## src/verilog/eip_pkg.sv

```systemverilog
// Purpose: constants and types shared by the extended interrupt enable/priority block
// Assumes: 32-bit AXI4-Lite register port, byte address = 4 * register index
// Notes: source numbering follows vector order, lowest vector first
package eip_pkg;
	// register indices as printed; byte address is four times the index
	localparam logic [7:0] EXT_EN_IDX = 8'hA9;
	localparam logic [7:0] CLS_LO_IDX = 8'hB8;
	localparam logic [7:0] CLS_HI_IDX = 8'hB9;
	localparam logic [7:0] EXT_LO_IDX = 8'hBA;
	localparam logic [7:0] EXT_HI_IDX = 8'hBB;
	localparam logic [7:0] STATUS_IDX = 8'hC0;
	// address width and word alignment
	localparam int ADDR_W = 12;
	localparam int IDX_LSB = 2;
	// reset values
	localparam logic [7:0] EXT_RST = 8'h00;
	localparam logic [5:0] CLS_RST = 6'h00;
	// widths of the source groups
	localparam int NCLS = 6;
	localparam int NEXT = 8;
	localparam int NSRC = 14;
	// extended enable field positions
	localparam int TIMER3_BIT = 0;
	localparam int PORT1_BIT = 1;
	localparam int PIN2_BIT = 2;
	localparam int ADC_BIT = 3;
	localparam int I2C_BIT = 4;
	localparam int PULSE_BIT = 5;
	localparam int CMP_BIT = 6;
	localparam int PWM_BIT = 7;
	// status register field positions
	localparam int ST_SVC_LSB = 0;
	localparam int ST_VALID_BIT = 4;
	localparam int ST_LVL_LSB = 5;
	// bus responses
	localparam logic [1:0] RESP_OKAY = 2'h0;
	localparam logic [1:0] RESP_SLVERR = 2'h2;
	// register selector
	typedef enum logic [2:0]
	{
		SEL_NONE = 3'h0,
		SEL_EXT_EN = 3'h1,
		SEL_CLS_LO = 3'h2,
		SEL_CLS_HI = 3'h3,
		SEL_EXT_LO = 3'h4,
		SEL_EXT_HI = 3'h5,
		SEL_STATUS = 3'h6
	} eip_sel_e;
	// request offered to the cpu core
	typedef struct packed
	{
		logic valid;
		logic [3:0] src;
		logic [1:0] level;
	} eip_grant_s;
endpackage

```

## src/verilog/eip_ctrl.sv

```systemverilog
// Purpose: extended interrupt enables, four-level priority and preemption control
// Assumes: classic requests arrive already gated by their own enables
// Notes: only the low byte lane carries data; upper bits read zero
//   one in-service bit per level, so nesting unwinds level by level
// How it works
// - pwm request forwarded only when enable bit 7
// - comparator request gated by enable bit 6
// - pulse gen/detect request gated by bit 5
// - i2c gated by bit 4, adc by bit 3
// - bit 2 enables pin2 irq and stop wake
// - port1 change request gated by bit 1
// - timer3 request gated by enable bit 0
// - level is {high bit, low bit}, 3 highest
// - timer2 level from classic bit 5
// - serial level from classic bit 4
// - timer1 bit 3, pin1 bit 2
// - timer0 bit 1, pin0 bit 0
// - pwm level from extended bit 7
// - comparator bit 6, pulse bit 5
// - i2c bit 4, adc bit 3
// - pin2 bit 2, port1 bit 1, timer3 bit 0
// - extended enable and priorities reset to zero
// - only higher level preempts; preempted handler resumes
// - equal or lower level waits for completion
module eip_ctrl
(
	// clock, reset, enable
	input wire logic aclk,
	input wire logic aresetn,
	input wire logic ce,
	// axi4-lite write address and data
	input wire logic [eip_pkg::ADDR_W-1:0] awaddr,
	input wire logic awvalid,
	output logic awready,
	input wire logic [31:0] wdata,
	input wire logic [3:0] wstrb,
	input wire logic wvalid,
	output logic wready,
	// axi4-lite write response
	output logic [1:0] bresp,
	output logic bvalid,
	input wire logic bready,
	// axi4-lite read
	input wire logic [eip_pkg::ADDR_W-1:0] araddr,
	input wire logic arvalid,
	output logic arready,
	output logic [31:0] rdata,
	output logic [1:0] rresp,
	output logic rvalid,
	input wire logic rready,
	// peripheral requests
	input wire logic [eip_pkg::NCLS-1:0] cls_req,
	input wire logic [eip_pkg::NEXT-1:0] ext_req,
	input wire logic global_irq_en,
	// cpu core side
	output eip_pkg::eip_grant_s cpu_grant,
	input wire logic cpu_ack,
	input wire logic cpu_return,
	output logic stop_wake
);
	// software registers
	logic [7:0] ext_en_ff; // extended enable
	logic [5:0] cls_lo_ff; // classic priority low bits
	logic [5:0] cls_hi_ff; // classic priority high bits
	logic [7:0] ext_lo_ff; // extended priority low bits
	logic [7:0] ext_hi_ff; // extended priority high bits
	// service state: one bit per level in service
	logic [3:0] in_svc_ff;
	// bus state
	logic awready_ff, wready_ff, bvalid_ff, arready_ff, rvalid_ff;
	logic aw_got_ff, w_got_ff;
	logic [eip_pkg::ADDR_W-1:0] awaddr_ff;
	logic [7:0] wbyte_ff;
	logic wlane_ff; // low byte lane was strobed
	logic [1:0] bresp_ff, rresp_ff;
	logic [31:0] rdata_ff;
	// cpu side outputs
	eip_pkg::eip_grant_s grant_ff;
	logic stop_wake_ff;
	// request vector and levels in vector order
	logic [eip_pkg::NSRC-1:0] req_vec;
	logic [1:0] lvl [eip_pkg::NSRC];
	// arbiter results
	logic best_ok;
	logic [3:0] best_id;
	logic [1:0] best_lvl;
	logic svc_any;
	logic [1:0] svc_top;
	logic nxt_grant;
	logic do_write;
	eip_pkg::eip_sel_e wsel;
	eip_pkg::eip_sel_e rsel;

	// map a byte address to a register
	function automatic eip_pkg::eip_sel_e dec_addr(input logic [eip_pkg::ADDR_W-1:0] a);
		logic [7:0] idx;
		idx = a[eip_pkg::IDX_LSB +: 8];
		// misaligned addresses select nothing
		if (a[eip_pkg::IDX_LSB-1:0] != 2'h0)
			return eip_pkg::SEL_NONE;
		// bits above the index would otherwise alias every register
		if (a[eip_pkg::ADDR_W-1:eip_pkg::IDX_LSB+8] != '0)
			return eip_pkg::SEL_NONE;
		case (idx)
			eip_pkg::EXT_EN_IDX: return eip_pkg::SEL_EXT_EN;
			eip_pkg::CLS_LO_IDX: return eip_pkg::SEL_CLS_LO;
			eip_pkg::CLS_HI_IDX: return eip_pkg::SEL_CLS_HI;
			eip_pkg::EXT_LO_IDX: return eip_pkg::SEL_EXT_LO;
			eip_pkg::EXT_HI_IDX: return eip_pkg::SEL_EXT_HI;
			eip_pkg::STATUS_IDX: return eip_pkg::SEL_STATUS;
			default: return eip_pkg::SEL_NONE;
		endcase
	endfunction

	// highest level currently in service
	function automatic logic [1:0] top_level(input logic [3:0] s);
		logic [1:0] t;
		t = 2'h0;
		// ascending scan: the last set bit seen is the highest
		for (int i = 0; i < 4; i++)
			if (s[i])
				t = 2'(i);
		return t;
	endfunction

	// writes decode the held address, reads the live one at their handshake
	assign wsel = dec_addr(awaddr_ff);
	assign rsel = dec_addr(araddr);
	// a write lands once both halves are held and no response is waiting
	assign do_write = aw_got_ff & w_got_ff & ~bvalid_ff;

	// classic sources: already gated outside, level from the classic pair
	genvar gi;
	generate
		for (gi = 0; gi < eip_pkg::NCLS; gi++)
		begin : g_cls
			assign req_vec[gi] = cls_req[gi];
			assign lvl[gi] = {cls_hi_ff[gi], cls_lo_ff[gi]};
		end
		// extended sources sit after timer2 in vector order
		for (gi = 0; gi < eip_pkg::NEXT; gi++)
		begin : g_ext
			// each request is passed only while its enable bit is one
			assign req_vec[eip_pkg::NCLS+gi] = ext_req[gi] & ext_en_ff[gi];
			assign lvl[eip_pkg::NCLS+gi] = {ext_hi_ff[gi], ext_lo_ff[gi]};
		end
	endgenerate

	// pick the highest level; descending scan with >= leaves the lowest vector on ties
	always_comb
	begin
		// no winner until a live request is seen
		best_ok = 1'b0;
		best_id = 4'h0;
		best_lvl = 2'h0;
		for (int i = eip_pkg::NSRC - 1; i >= 0; i--)
		begin
			if (req_vec[i] && (!best_ok || lvl[i] >= best_lvl))
			begin
				best_ok = 1'b1;
				best_id = 4'(i);
				best_lvl = lvl[i];
			end
		end
	end

	// a winner is offered only if it outranks every handler in service
	always_comb
	begin
		svc_any = |in_svc_ff;
		svc_top = top_level(in_svc_ff);
		nxt_grant = global_irq_en & best_ok & (~svc_any | (best_lvl > svc_top));
	end

	// offer to the cpu; dropped for one cycle after an ack so one request is not taken twice
	always_ff @(posedge aclk)
	begin
		if (!aresetn)
			grant_ff <= '0; // nothing offered out of reset
		else if (ce)
		begin
			grant_ff.valid <= nxt_grant & ~(cpu_ack & grant_ff.valid);
			// src and level track the winner even while nothing is offered
			grant_ff.src <= best_id;
			grant_ff.level <= best_lvl;
		end
	end

	// in-service levels: ack pushes the taken level, return pops the highest
	always_ff @(posedge aclk)
	begin
		if (!aresetn)
			in_svc_ff <= 4'h0;
		else if (ce)
		begin
			// an ack and a return in one cycle: the ack wins, the return is lost
			if (cpu_ack && grant_ff.valid)
				in_svc_ff[grant_ff.level] <= 1'b1;
			// only the innermost handler ends, so the one it preempted resumes
			else if (cpu_return && svc_any)
				in_svc_ff[svc_top] <= 1'b0;
		end
	end

	// stop-mode wake from the third pin ignores the global enable
	// limitation: the pin request is taken as a level; its edge flag lives outside
	always_ff @(posedge aclk)
	begin
		if (!aresetn)
			stop_wake_ff <= 1'b0;
		else if (ce)
			stop_wake_ff <= ext_en_ff[eip_pkg::PIN2_BIT] & ext_req[eip_pkg::PIN2_BIT];
	end

	// write address channel: hold one address until the response is taken
	always_ff @(posedge aclk)
	begin
		if (!aresetn)
		begin
			awready_ff <= 1'b1;
			aw_got_ff <= 1'b0;
			awaddr_ff <= '0;
		end
		else if (ce)
		begin
			// take the address and close the channel until the response
			if (awvalid && awready_ff)
			begin
				awready_ff <= 1'b0;
				aw_got_ff <= 1'b1;
				awaddr_ff <= awaddr;
			end
			// address consumed by the write
			else if (do_write)
				aw_got_ff <= 1'b0;
			// reopen once the response is taken
			else if (bvalid_ff && bready)
				awready_ff <= 1'b1;
		end
	end

	// write data channel: may arrive before or after the address
	always_ff @(posedge aclk)
	begin
		if (!aresetn)
		begin
			wready_ff <= 1'b1;
			w_got_ff <= 1'b0;
			wbyte_ff <= 8'h00;
			wlane_ff <= 1'b0;
		end
		else if (ce)
		begin
			// take the data and close the channel until the response
			if (wvalid && wready_ff)
			begin
				wready_ff <= 1'b0;
				w_got_ff <= 1'b1;
				wbyte_ff <= wdata[7:0];
				wlane_ff <= wstrb[0];
			end
			// data consumed by the write
			else if (do_write)
				w_got_ff <= 1'b0;
			// reopen once the response is taken
			else if (bvalid_ff && bready)
				wready_ff <= 1'b1;
		end
	end

	// write response one edge after both halves are held
	always_ff @(posedge aclk)
	begin
		if (!aresetn)
		begin
			bvalid_ff <= 1'b0;
			bresp_ff <= eip_pkg::RESP_OKAY;
		end
		else if (ce)
		begin
			// unmapped targets answer with an error and nothing is written
			if (do_write)
			begin
				bvalid_ff <= 1'b1;
				bresp_ff <= (wsel == eip_pkg::SEL_NONE) ? eip_pkg::RESP_SLVERR
					: eip_pkg::RESP_OKAY;
			end
			// response taken by the master
			else if (bvalid_ff && bready)
				bvalid_ff <= 1'b0;
		end
	end

	// register file; only the low byte lane carries data, status is read-only
	always_ff @(posedge aclk)
	begin
		if (!aresetn)
		begin
			ext_en_ff <= eip_pkg::EXT_RST;
			ext_lo_ff <= eip_pkg::EXT_RST;
			ext_hi_ff <= eip_pkg::EXT_RST;
			cls_lo_ff <= eip_pkg::CLS_RST;
			cls_hi_ff <= eip_pkg::CLS_RST;
		end
		// a cleared low strobe leaves every register as it was
		else if (ce && do_write && wlane_ff)
		begin
			case (wsel)
				eip_pkg::SEL_EXT_EN: ext_en_ff <= wbyte_ff;
				// the classic pair keeps only its six implemented bits
				eip_pkg::SEL_CLS_LO: cls_lo_ff <= wbyte_ff[5:0];
				eip_pkg::SEL_CLS_HI: cls_hi_ff <= wbyte_ff[5:0];
				eip_pkg::SEL_EXT_LO: ext_lo_ff <= wbyte_ff;
				eip_pkg::SEL_EXT_HI: ext_hi_ff <= wbyte_ff;
				default: ;
			endcase
		end
	end

	// read channel: data captured at the address handshake
	always_ff @(posedge aclk)
	begin
		if (!aresetn)
		begin
			arready_ff <= 1'b1;
			rvalid_ff <= 1'b0;
			rdata_ff <= 32'h0000_0000;
			rresp_ff <= eip_pkg::RESP_OKAY;
		end
		else if (ce)
		begin
			if (arvalid && arready_ff)
			begin
				arready_ff <= 1'b0;
				rvalid_ff <= 1'b1;
				rresp_ff <= eip_pkg::RESP_OKAY;
				// unused upper bits read as zero
				rdata_ff <= 32'h0000_0000;
				case (rsel)
					eip_pkg::SEL_EXT_EN: rdata_ff[7:0] <= ext_en_ff;
					eip_pkg::SEL_CLS_LO: rdata_ff[5:0] <= cls_lo_ff;
					eip_pkg::SEL_CLS_HI: rdata_ff[5:0] <= cls_hi_ff;
					eip_pkg::SEL_EXT_LO: rdata_ff[7:0] <= ext_lo_ff;
					eip_pkg::SEL_EXT_HI: rdata_ff[7:0] <= ext_hi_ff;
					eip_pkg::SEL_STATUS:
					begin
						rdata_ff[eip_pkg::ST_SVC_LSB +: 4] <= in_svc_ff;
						rdata_ff[eip_pkg::ST_VALID_BIT] <= grant_ff.valid;
						rdata_ff[eip_pkg::ST_LVL_LSB +: 2] <= grant_ff.level;
					end
					// unmapped reads return zero with an error
					default: rresp_ff <= eip_pkg::RESP_SLVERR;
				endcase
			end
			// reopen the address channel once the data is taken
			else if (rvalid_ff && rready)
			begin
				rvalid_ff <= 1'b0;
				arready_ff <= 1'b1;
			end
		end
	end

	// outputs straight from flip-flops
	assign awready = awready_ff;
	assign wready = wready_ff;
	assign bvalid = bvalid_ff;
	assign bresp = bresp_ff;
	assign arready = arready_ff;
	assign rvalid = rvalid_ff;
	assign rdata = rdata_ff;
	assign rresp = rresp_ff;
	assign cpu_grant = grant_ff;
	assign stop_wake = stop_wake_ff;
endmodule

```

## config.mk

```make
export PLATFORM = sky130hd
export DESIGN_NAME = eip_ctrl
export DESIGN_NICKNAME = d
export VERILOG_FILES = /design/src/verilog/eip_pkg.sv /design/src/verilog/eip_ctrl.sv
export SDC_FILE = /design/constraint.sdc
export NUM_CORES = 1
export LEC_CHECK = 0
export ABC_CLOCK_PERIOD_IN_PS = 19800
export BUFFER_PORTS_ARGS = -buffer_cell sky130_fd_sc_hd__buf_2
export CAP_MARGIN = 20
export CORE_AREA = 5 5 127 99
export DETAILED_ROUTE_END_ITERATION = 8
export DIE_AREA = 0 0 132 104
export PLACE_DENSITY = 0.86
export SYNTH_ARGS = -nofsm -noshare
export SYNTH_HDL_FRONTEND = slang
export SYNTH_SLANG_ARGS = --single-unit
```

## constraint.sdc

```tcl
create_clock -name aclk -period 19.8 [get_ports aclk]
set_clock_uncertainty 0.05 [all_clocks]
set_input_delay 3.96 -clock aclk [delete_from_list [all_inputs] [get_ports aclk]]
set_output_delay 3.96 -clock aclk [all_outputs]
set_load 0.005 [all_outputs]
```

Word-level counts from Yosys, hierarchy flattened:

Cells that the tools add are included.

* memory bits (read-only): 0
* output and inout bits: 49
* logic and storage cells: 252
* memories kept: 0
* bits in latches: 0
* register bits: 88
* bits in writable memories: 0
* input port bits: 85

* equal/unequal tests: 25
* divide/modulo/power cells: 0
* multiplexer cells: 85
* reductions and logical operators: 80
* shift-type cells: 0
* $mul: 0
* add/subtract/negate cells: 0
* $lt $le $gt $ge: 18
* bitwise logic cells: 21

Operators by type and width (number)
* 8-bit == test, second input constant: 12
* 4-bit 2-to-1 mux: 16
* 1-bit 2-to-1 mux: 36
* 2-bit 2-to-1 mux: 18
* 3-bit case mux with 6 select lines: 2
* 6-bit case mux with 6 select lines: 1
* 2-bit AND reduction: 14
* 2-bit greater-or-equal comparator: 13
* 1-bit logical AND: 24
* 3-bit 2-to-1 mux: 8
* 2-bit nonzero test: 11
* 3-bit == test, second input constant: 5
* 1-bit AND: 14
* 1-bit zero test: 13
* 1-bit logical OR: 13
* 3-bit by 2-bit == test with 1-bit output, second input constant: 4
* 3-bit by 1-bit == test with 1-bit output, second input constant: 2
* 2-bit by 3-bit < comparator with 1-bit output, second input constant: 2
* 3-bit AND reduction: 2
* 6-bit OR reduction: 1
* 4-bit AND: 1
* 1-bit demux with 2-bit select: 2
* 2-bit by 1-bit greater-or-equal comparator with 1-bit output, second input constant: 2
* 2-bit by 1-bit != test with 1-bit output, second input constant: 2
* other kinds (9): 11

Logic depth before layout (Yosys ltp):

* depth in word-level cells: 58
* depth in mapped cells: 86
* mapped depth without buffers: 86

Worst setup path before layout:

No wires, ideal clock.

* path type: input -> register
* start point: input port ext_req[7] in the netlist's numbering
* end point: register grant_ff (netlist bit cpu_grant[6])
* arrival: 19.558 ns
* path buffers: 0
* setup slack: 0.117 ns
* stages on the path: 82
* required time: 19.674 ns
* library setup time: 0.076 ns
* cell sequence: and3_1 > ha_1 > nand2b_1 > a211oi_1 > o21ai_0 > ha_1 > nand2b_1 > a211oi_1 > nor2_1 > o21ai_0 > inv_1 > ha_1 > nand2b_1 > a211oi_1 > o32ai_1 > a21o_1 > a21boi_0 > ha_1 > (+46 left out) > maj3_1 > nand2_1 > nand2_1 > a221oi_4 > mux2_2 > ha_1 > nand2b_1 > a21oi_1 > a21boi_1 > or3_1 > o22ai_1 > a21o_1 > ha_1 > nand2_1 > o21ai_0 > a21oi_1 > o211ai_1 > a21boi_0

* word-level cells in the longest chain between the ends: 58
* elaborated cells on any way between the ends: 86
* classes of those cells: order compare: 14; mux: 28; bitwise: 5; reduce/logical: 39

RTL lines
* from (decl): line eip_ctrl.sv:53 `input wire logic [eip_pkg::NEXT-1:0] ext_req,`
* 1-bit AND (*): line eip_ctrl.sv:144 `assign req_vec[eip_pkg::NCLS+gi] = ext_req[gi] & ext_en_ff[gi];`
* 2-bit 2-to-1 mux / 1-bit 2-to-1 mux (equally long branches): line eip_ctrl.sv:158 `if (req_vec[i] && (!best_ok || lvl[i] >= best_lvl))`
* 2-bit greater-or-equal comparator / 1-bit zero test (equally long branches): line eip_ctrl.sv:158
* 1-bit logical OR: line eip_ctrl.sv:158
* 1-bit logical AND: line eip_ctrl.sv:158
* 2-bit 2-to-1 mux / 1-bit 2-to-1 mux (equally long branches): line eip_ctrl.sv:158
* 2-bit greater-or-equal comparator / 1-bit zero test (equally long branches): line eip_ctrl.sv:158
* 1-bit logical OR: line eip_ctrl.sv:158
* (+42 left out)
* 2-bit greater-or-equal comparator / 1-bit zero test (equally long branches): line eip_ctrl.sv:158
* 1-bit logical OR: line eip_ctrl.sv:158
* 1-bit logical AND: line eip_ctrl.sv:158
* 2-bit 2-to-1 mux: line eip_ctrl.sv:158
* 2-bit > comparator: line eip_ctrl.sv:172 `nxt_grant = global_irq_en & best_ok & (~svc_any | (best_lvl > svc_top));`
* 1-bit bitwise OR: line eip_ctrl.sv:172
* 1-bit AND (*): line eip_ctrl.sv:172
* 1-bit AND (*): line eip_ctrl.sv:182 `grant_ff.valid <= nxt_grant & ~(cpu_ack & grant_ff.valid);`
* to (decl): line eip_ctrl.sv:78 `eip_pkg::eip_grant_s grant_ff;`

Mark *: on every way between the ends. The rest lies on a longest branch, timed or not.
A chain may end at the register's enable or synchronous reset.

Worst setup path after layout:

Ends and elaborated chain as after synthesis.

==> impl_metrics.csv <==
group,metric,value,unit
status,status,"finished clean",
sta,drv_slew,0,
drt,drt-initial-drc-count,482,
clocking,cts_tree,"yes",
cells_and_area,nets,869,
run,maxCapViolCount,0,
sta,setup_viol,0,
sta,fin_crit_sh,96.9,%
logic_synthesis,yosys-top-cells-area,"dfxtp_1 32%, mux2i_1 7.3%, nand2_1 6.5%, nor2b_1 6.3%, ha_1 4.9%",
drt,num_vias,5222,
power,cellLeakagePower,2.56,nW
cells_and_area,final_cell_mix,"92 x nand2_1, 86 x dfxtp_1, 80 x buf_2",
logic_synthesis,synth_cell_type_count,65,
clocking,path_clk_slew,0.06,ns
global_route,track_usage,20.8,%
die,die_area,13700,µm²
logic_synthesis,synth_cells,656,
drt,routedWlPerCell,17.0,µm
place,placed_area,5990,µm²
power,power_density,58.5,nW/µm²
sta,fin_ws,0.608,ns
clocking,clk_latency,0.35,ns
cells_and_area,fillCellCount,979,
cells_and_area,final_util,58.7,%
setup_path,crit_path_frequent_cell,"ha_1",
setup_path,critPathMaxStageDelay,0.40,ns
place,portBuffers,80,
logic_synthesis,yosys_most_used_dff,"dfxtp_1",
setup_path,crit_type,"primary input to flip-flop",
place,dp_hpwl,10.8,mm
die,coreArea,11300,µm²
sta,slew_headroom,22.4,%
drt,routed_wl,15.5,mm
power,peakVddDrop,50.8,µV
cells_and_area,antennaDiodeCount,0,
cells_and_area,fin_area,6620,µm²
clocking,clock_sinks,86,
logic_synthesis,syn_area,5360,µm²
logic_synthesis,ys_async_sr_fraction,0,%
die,initial_core_util,47.5,%
sta,period_needed,19.19,ns
setup_path,startpoint_type,"primary input",
setup_path,arrival,19.42,ns
global_route,grt_antenna_before_repair,0,
cells_and_area,drive_gt1_share,25.3,%
cells_and_area,regArea,1720,µm²
logic_synthesis,synth_edf_count,0,
setup_path,cp-end-kind,"flip-flop",
sta,hold_viol_final,0,
power,power,0.387,mW
setup_path,slowest_stage,"o311a_4",
logic_synthesis,syn_area_per_cell,8.17,µm²
die,std_cell_rows,34,
global_route,overflow,0,
die,die_w,132,µm
setup_path,crit_family,"compound AO/OA/AOI/OAI gates",
clocking,cts_buffer_depth,2,
clocking,htreeDepth,3,
drt,antenna_left,0,
cells_and_area,multiInputGateArea,3610,µm²
die,num_io_pins,134,
cells_and_area,layout_commonest_cell,"nand2_1",
clocking,cts_inserted_buffers,9,
drt,firstDrtPassIters,6,
global_route,grt_max_degree,88,
drt,via_per_inst,5.73,
setup_path,critPathMaxFanout,4,
setup_path,cp_data_required_time,20.03,ns
die,die_h,104,µm
logic_synthesis,yosysTopAreaCellShare,32.1,%
place,pre_cts_ws,-0.418,ns
logic_synthesis,yosysSeqAreaShare,32.1,%
drt,drc,0,
sta,setup_tns,0,ns
logic_synthesis,yosysWarnings,0,
global_route,first_global_vias,4801,
place,place_congestion,0.900,
sta,fmax,0.0521,GHz
global_route,grt_pass1_wl,23.7,mm
logic_synthesis,ys_seq_elements,86,
logic_synthesis,synth.largest_area_cell,"dfxtp_1",
setup_path,critPathBufInv,4,
sta,worstMarginPinSlew,1.15,ns
hold_path,hold_path.class,"flip-flop to flip-flop",
clocking,root_buffer,"clkbuf_16",
cells_and_area,syn_to_final_growth,23.5,%
[cell families after synthesis]
family / count (synthesis) / share of synthesized area, %
and+or+nand+nor: 261 / 24.8
AOI/OAI and AO/OA: 166 / 22.3
DFF: 86 / 32.1
buffers and inverters: 75 / 7.10
muxes: 44 / 8.38
adders and majority gates: 23 / 5.28
other: 1 / 0.0700
[final cells by class]
cell class                 count  share of cell area [%]
multi-input combinational    520                    54.6
inverter                      25                    1.42
timing repair buffer         121                    10.7
clock buffer                  10                    3.61
sequential                    86                    26.0
tap                          144                    2.72
clock inverter                 6                    1.00
[flip-flops by register name, indices dropped and copies added (netlist names), 7 cells and up]
| signal | flops |
|---|---|
| awaddr_ff | 12 |
| rdata | 8 |
| ext_en_ff | 8 |
| wbyte_ff | 8 |
| ext_lo_ff | 8 |
| ext_hi_ff | 8 |
| cpu_grant | 7 |
[power by group]
part           switching, mW  internal (mW)
clock                 0.0709          0.102
combinational         0.0179         0.0161
sequential           0.00403          0.177
[through the flow]
stage	std cells	hold WS [ns]
after CTS	903	0.421
after floorplan	681	0.388
after global routing	912	0.456
after detailed placement	887	0.408
final	912	0.417
after global placement	887	0.403
[worst paths after layout]
path,slack [ns],endpoint,start,cells past startpoint
max,0.61,cpu_grant[6],ext_req[7],83
max reg2reg,3.80,cpu_grant[6],ext_en_ff[7],82
min reg2reg,0.42,awaddr_ff[1],awaddr_ff[1],2
min,0.42,awaddr_ff[1],awaddr_ff[1],2
[repair_timing]
action / in CTS / in global routing
pin swaps: 0 / 34
setup buffers: 0 / 8
endpoints found under the setup margin: 1 / 7
resized for setup: 4 / 51
hold buffers: 0 / 0
[cells in the mapped netlist, types with 3 or more instances]
cell / count
a211o_1: 3
a211oi_1: 7
a21boi_0: 32
a21o_1: 9
a21oi_1: 20
a222oi_1: 7
a22oi_1: 7
a31oi_1: 3
and3_1: 11
buf_4: 26
clkbuf_1: 23
dfxtp_1: 86
ha_1: 21
inv_1: 25
mux2_2: 4
mux2i_1: 39
nand2_1: 93
nand2b_1: 19
nand3_1: 18
nand3b_1: 3
nor2_1: 29
nor2b_1: 54
nor3_1: 10
nor3b_1: 5
nor4_1: 3
nor4bb_1: 3
o211ai_1: 8
o21ai_0: 34
o22ai_1: 4
or3_1: 4
[worst min-delay path, delay by kind of cell (launching register included)]
kind | cells | cell delay, ns
flops | 1 | 0.30
compound gates | 1 | 0.07
simple gates | 1 | 0.05
[routing by layer]
metal  vias to the layer above  GRT usage [%]  share of wire, %
met4                         0           5.95               2.0
met1                      2443           28.7                43
met3                        28           4.64               8.8
li1                       2498              -                 -
met2                       253           32.5                47
met5                         -              0                 0
Power figures use the tool's default switching activity.
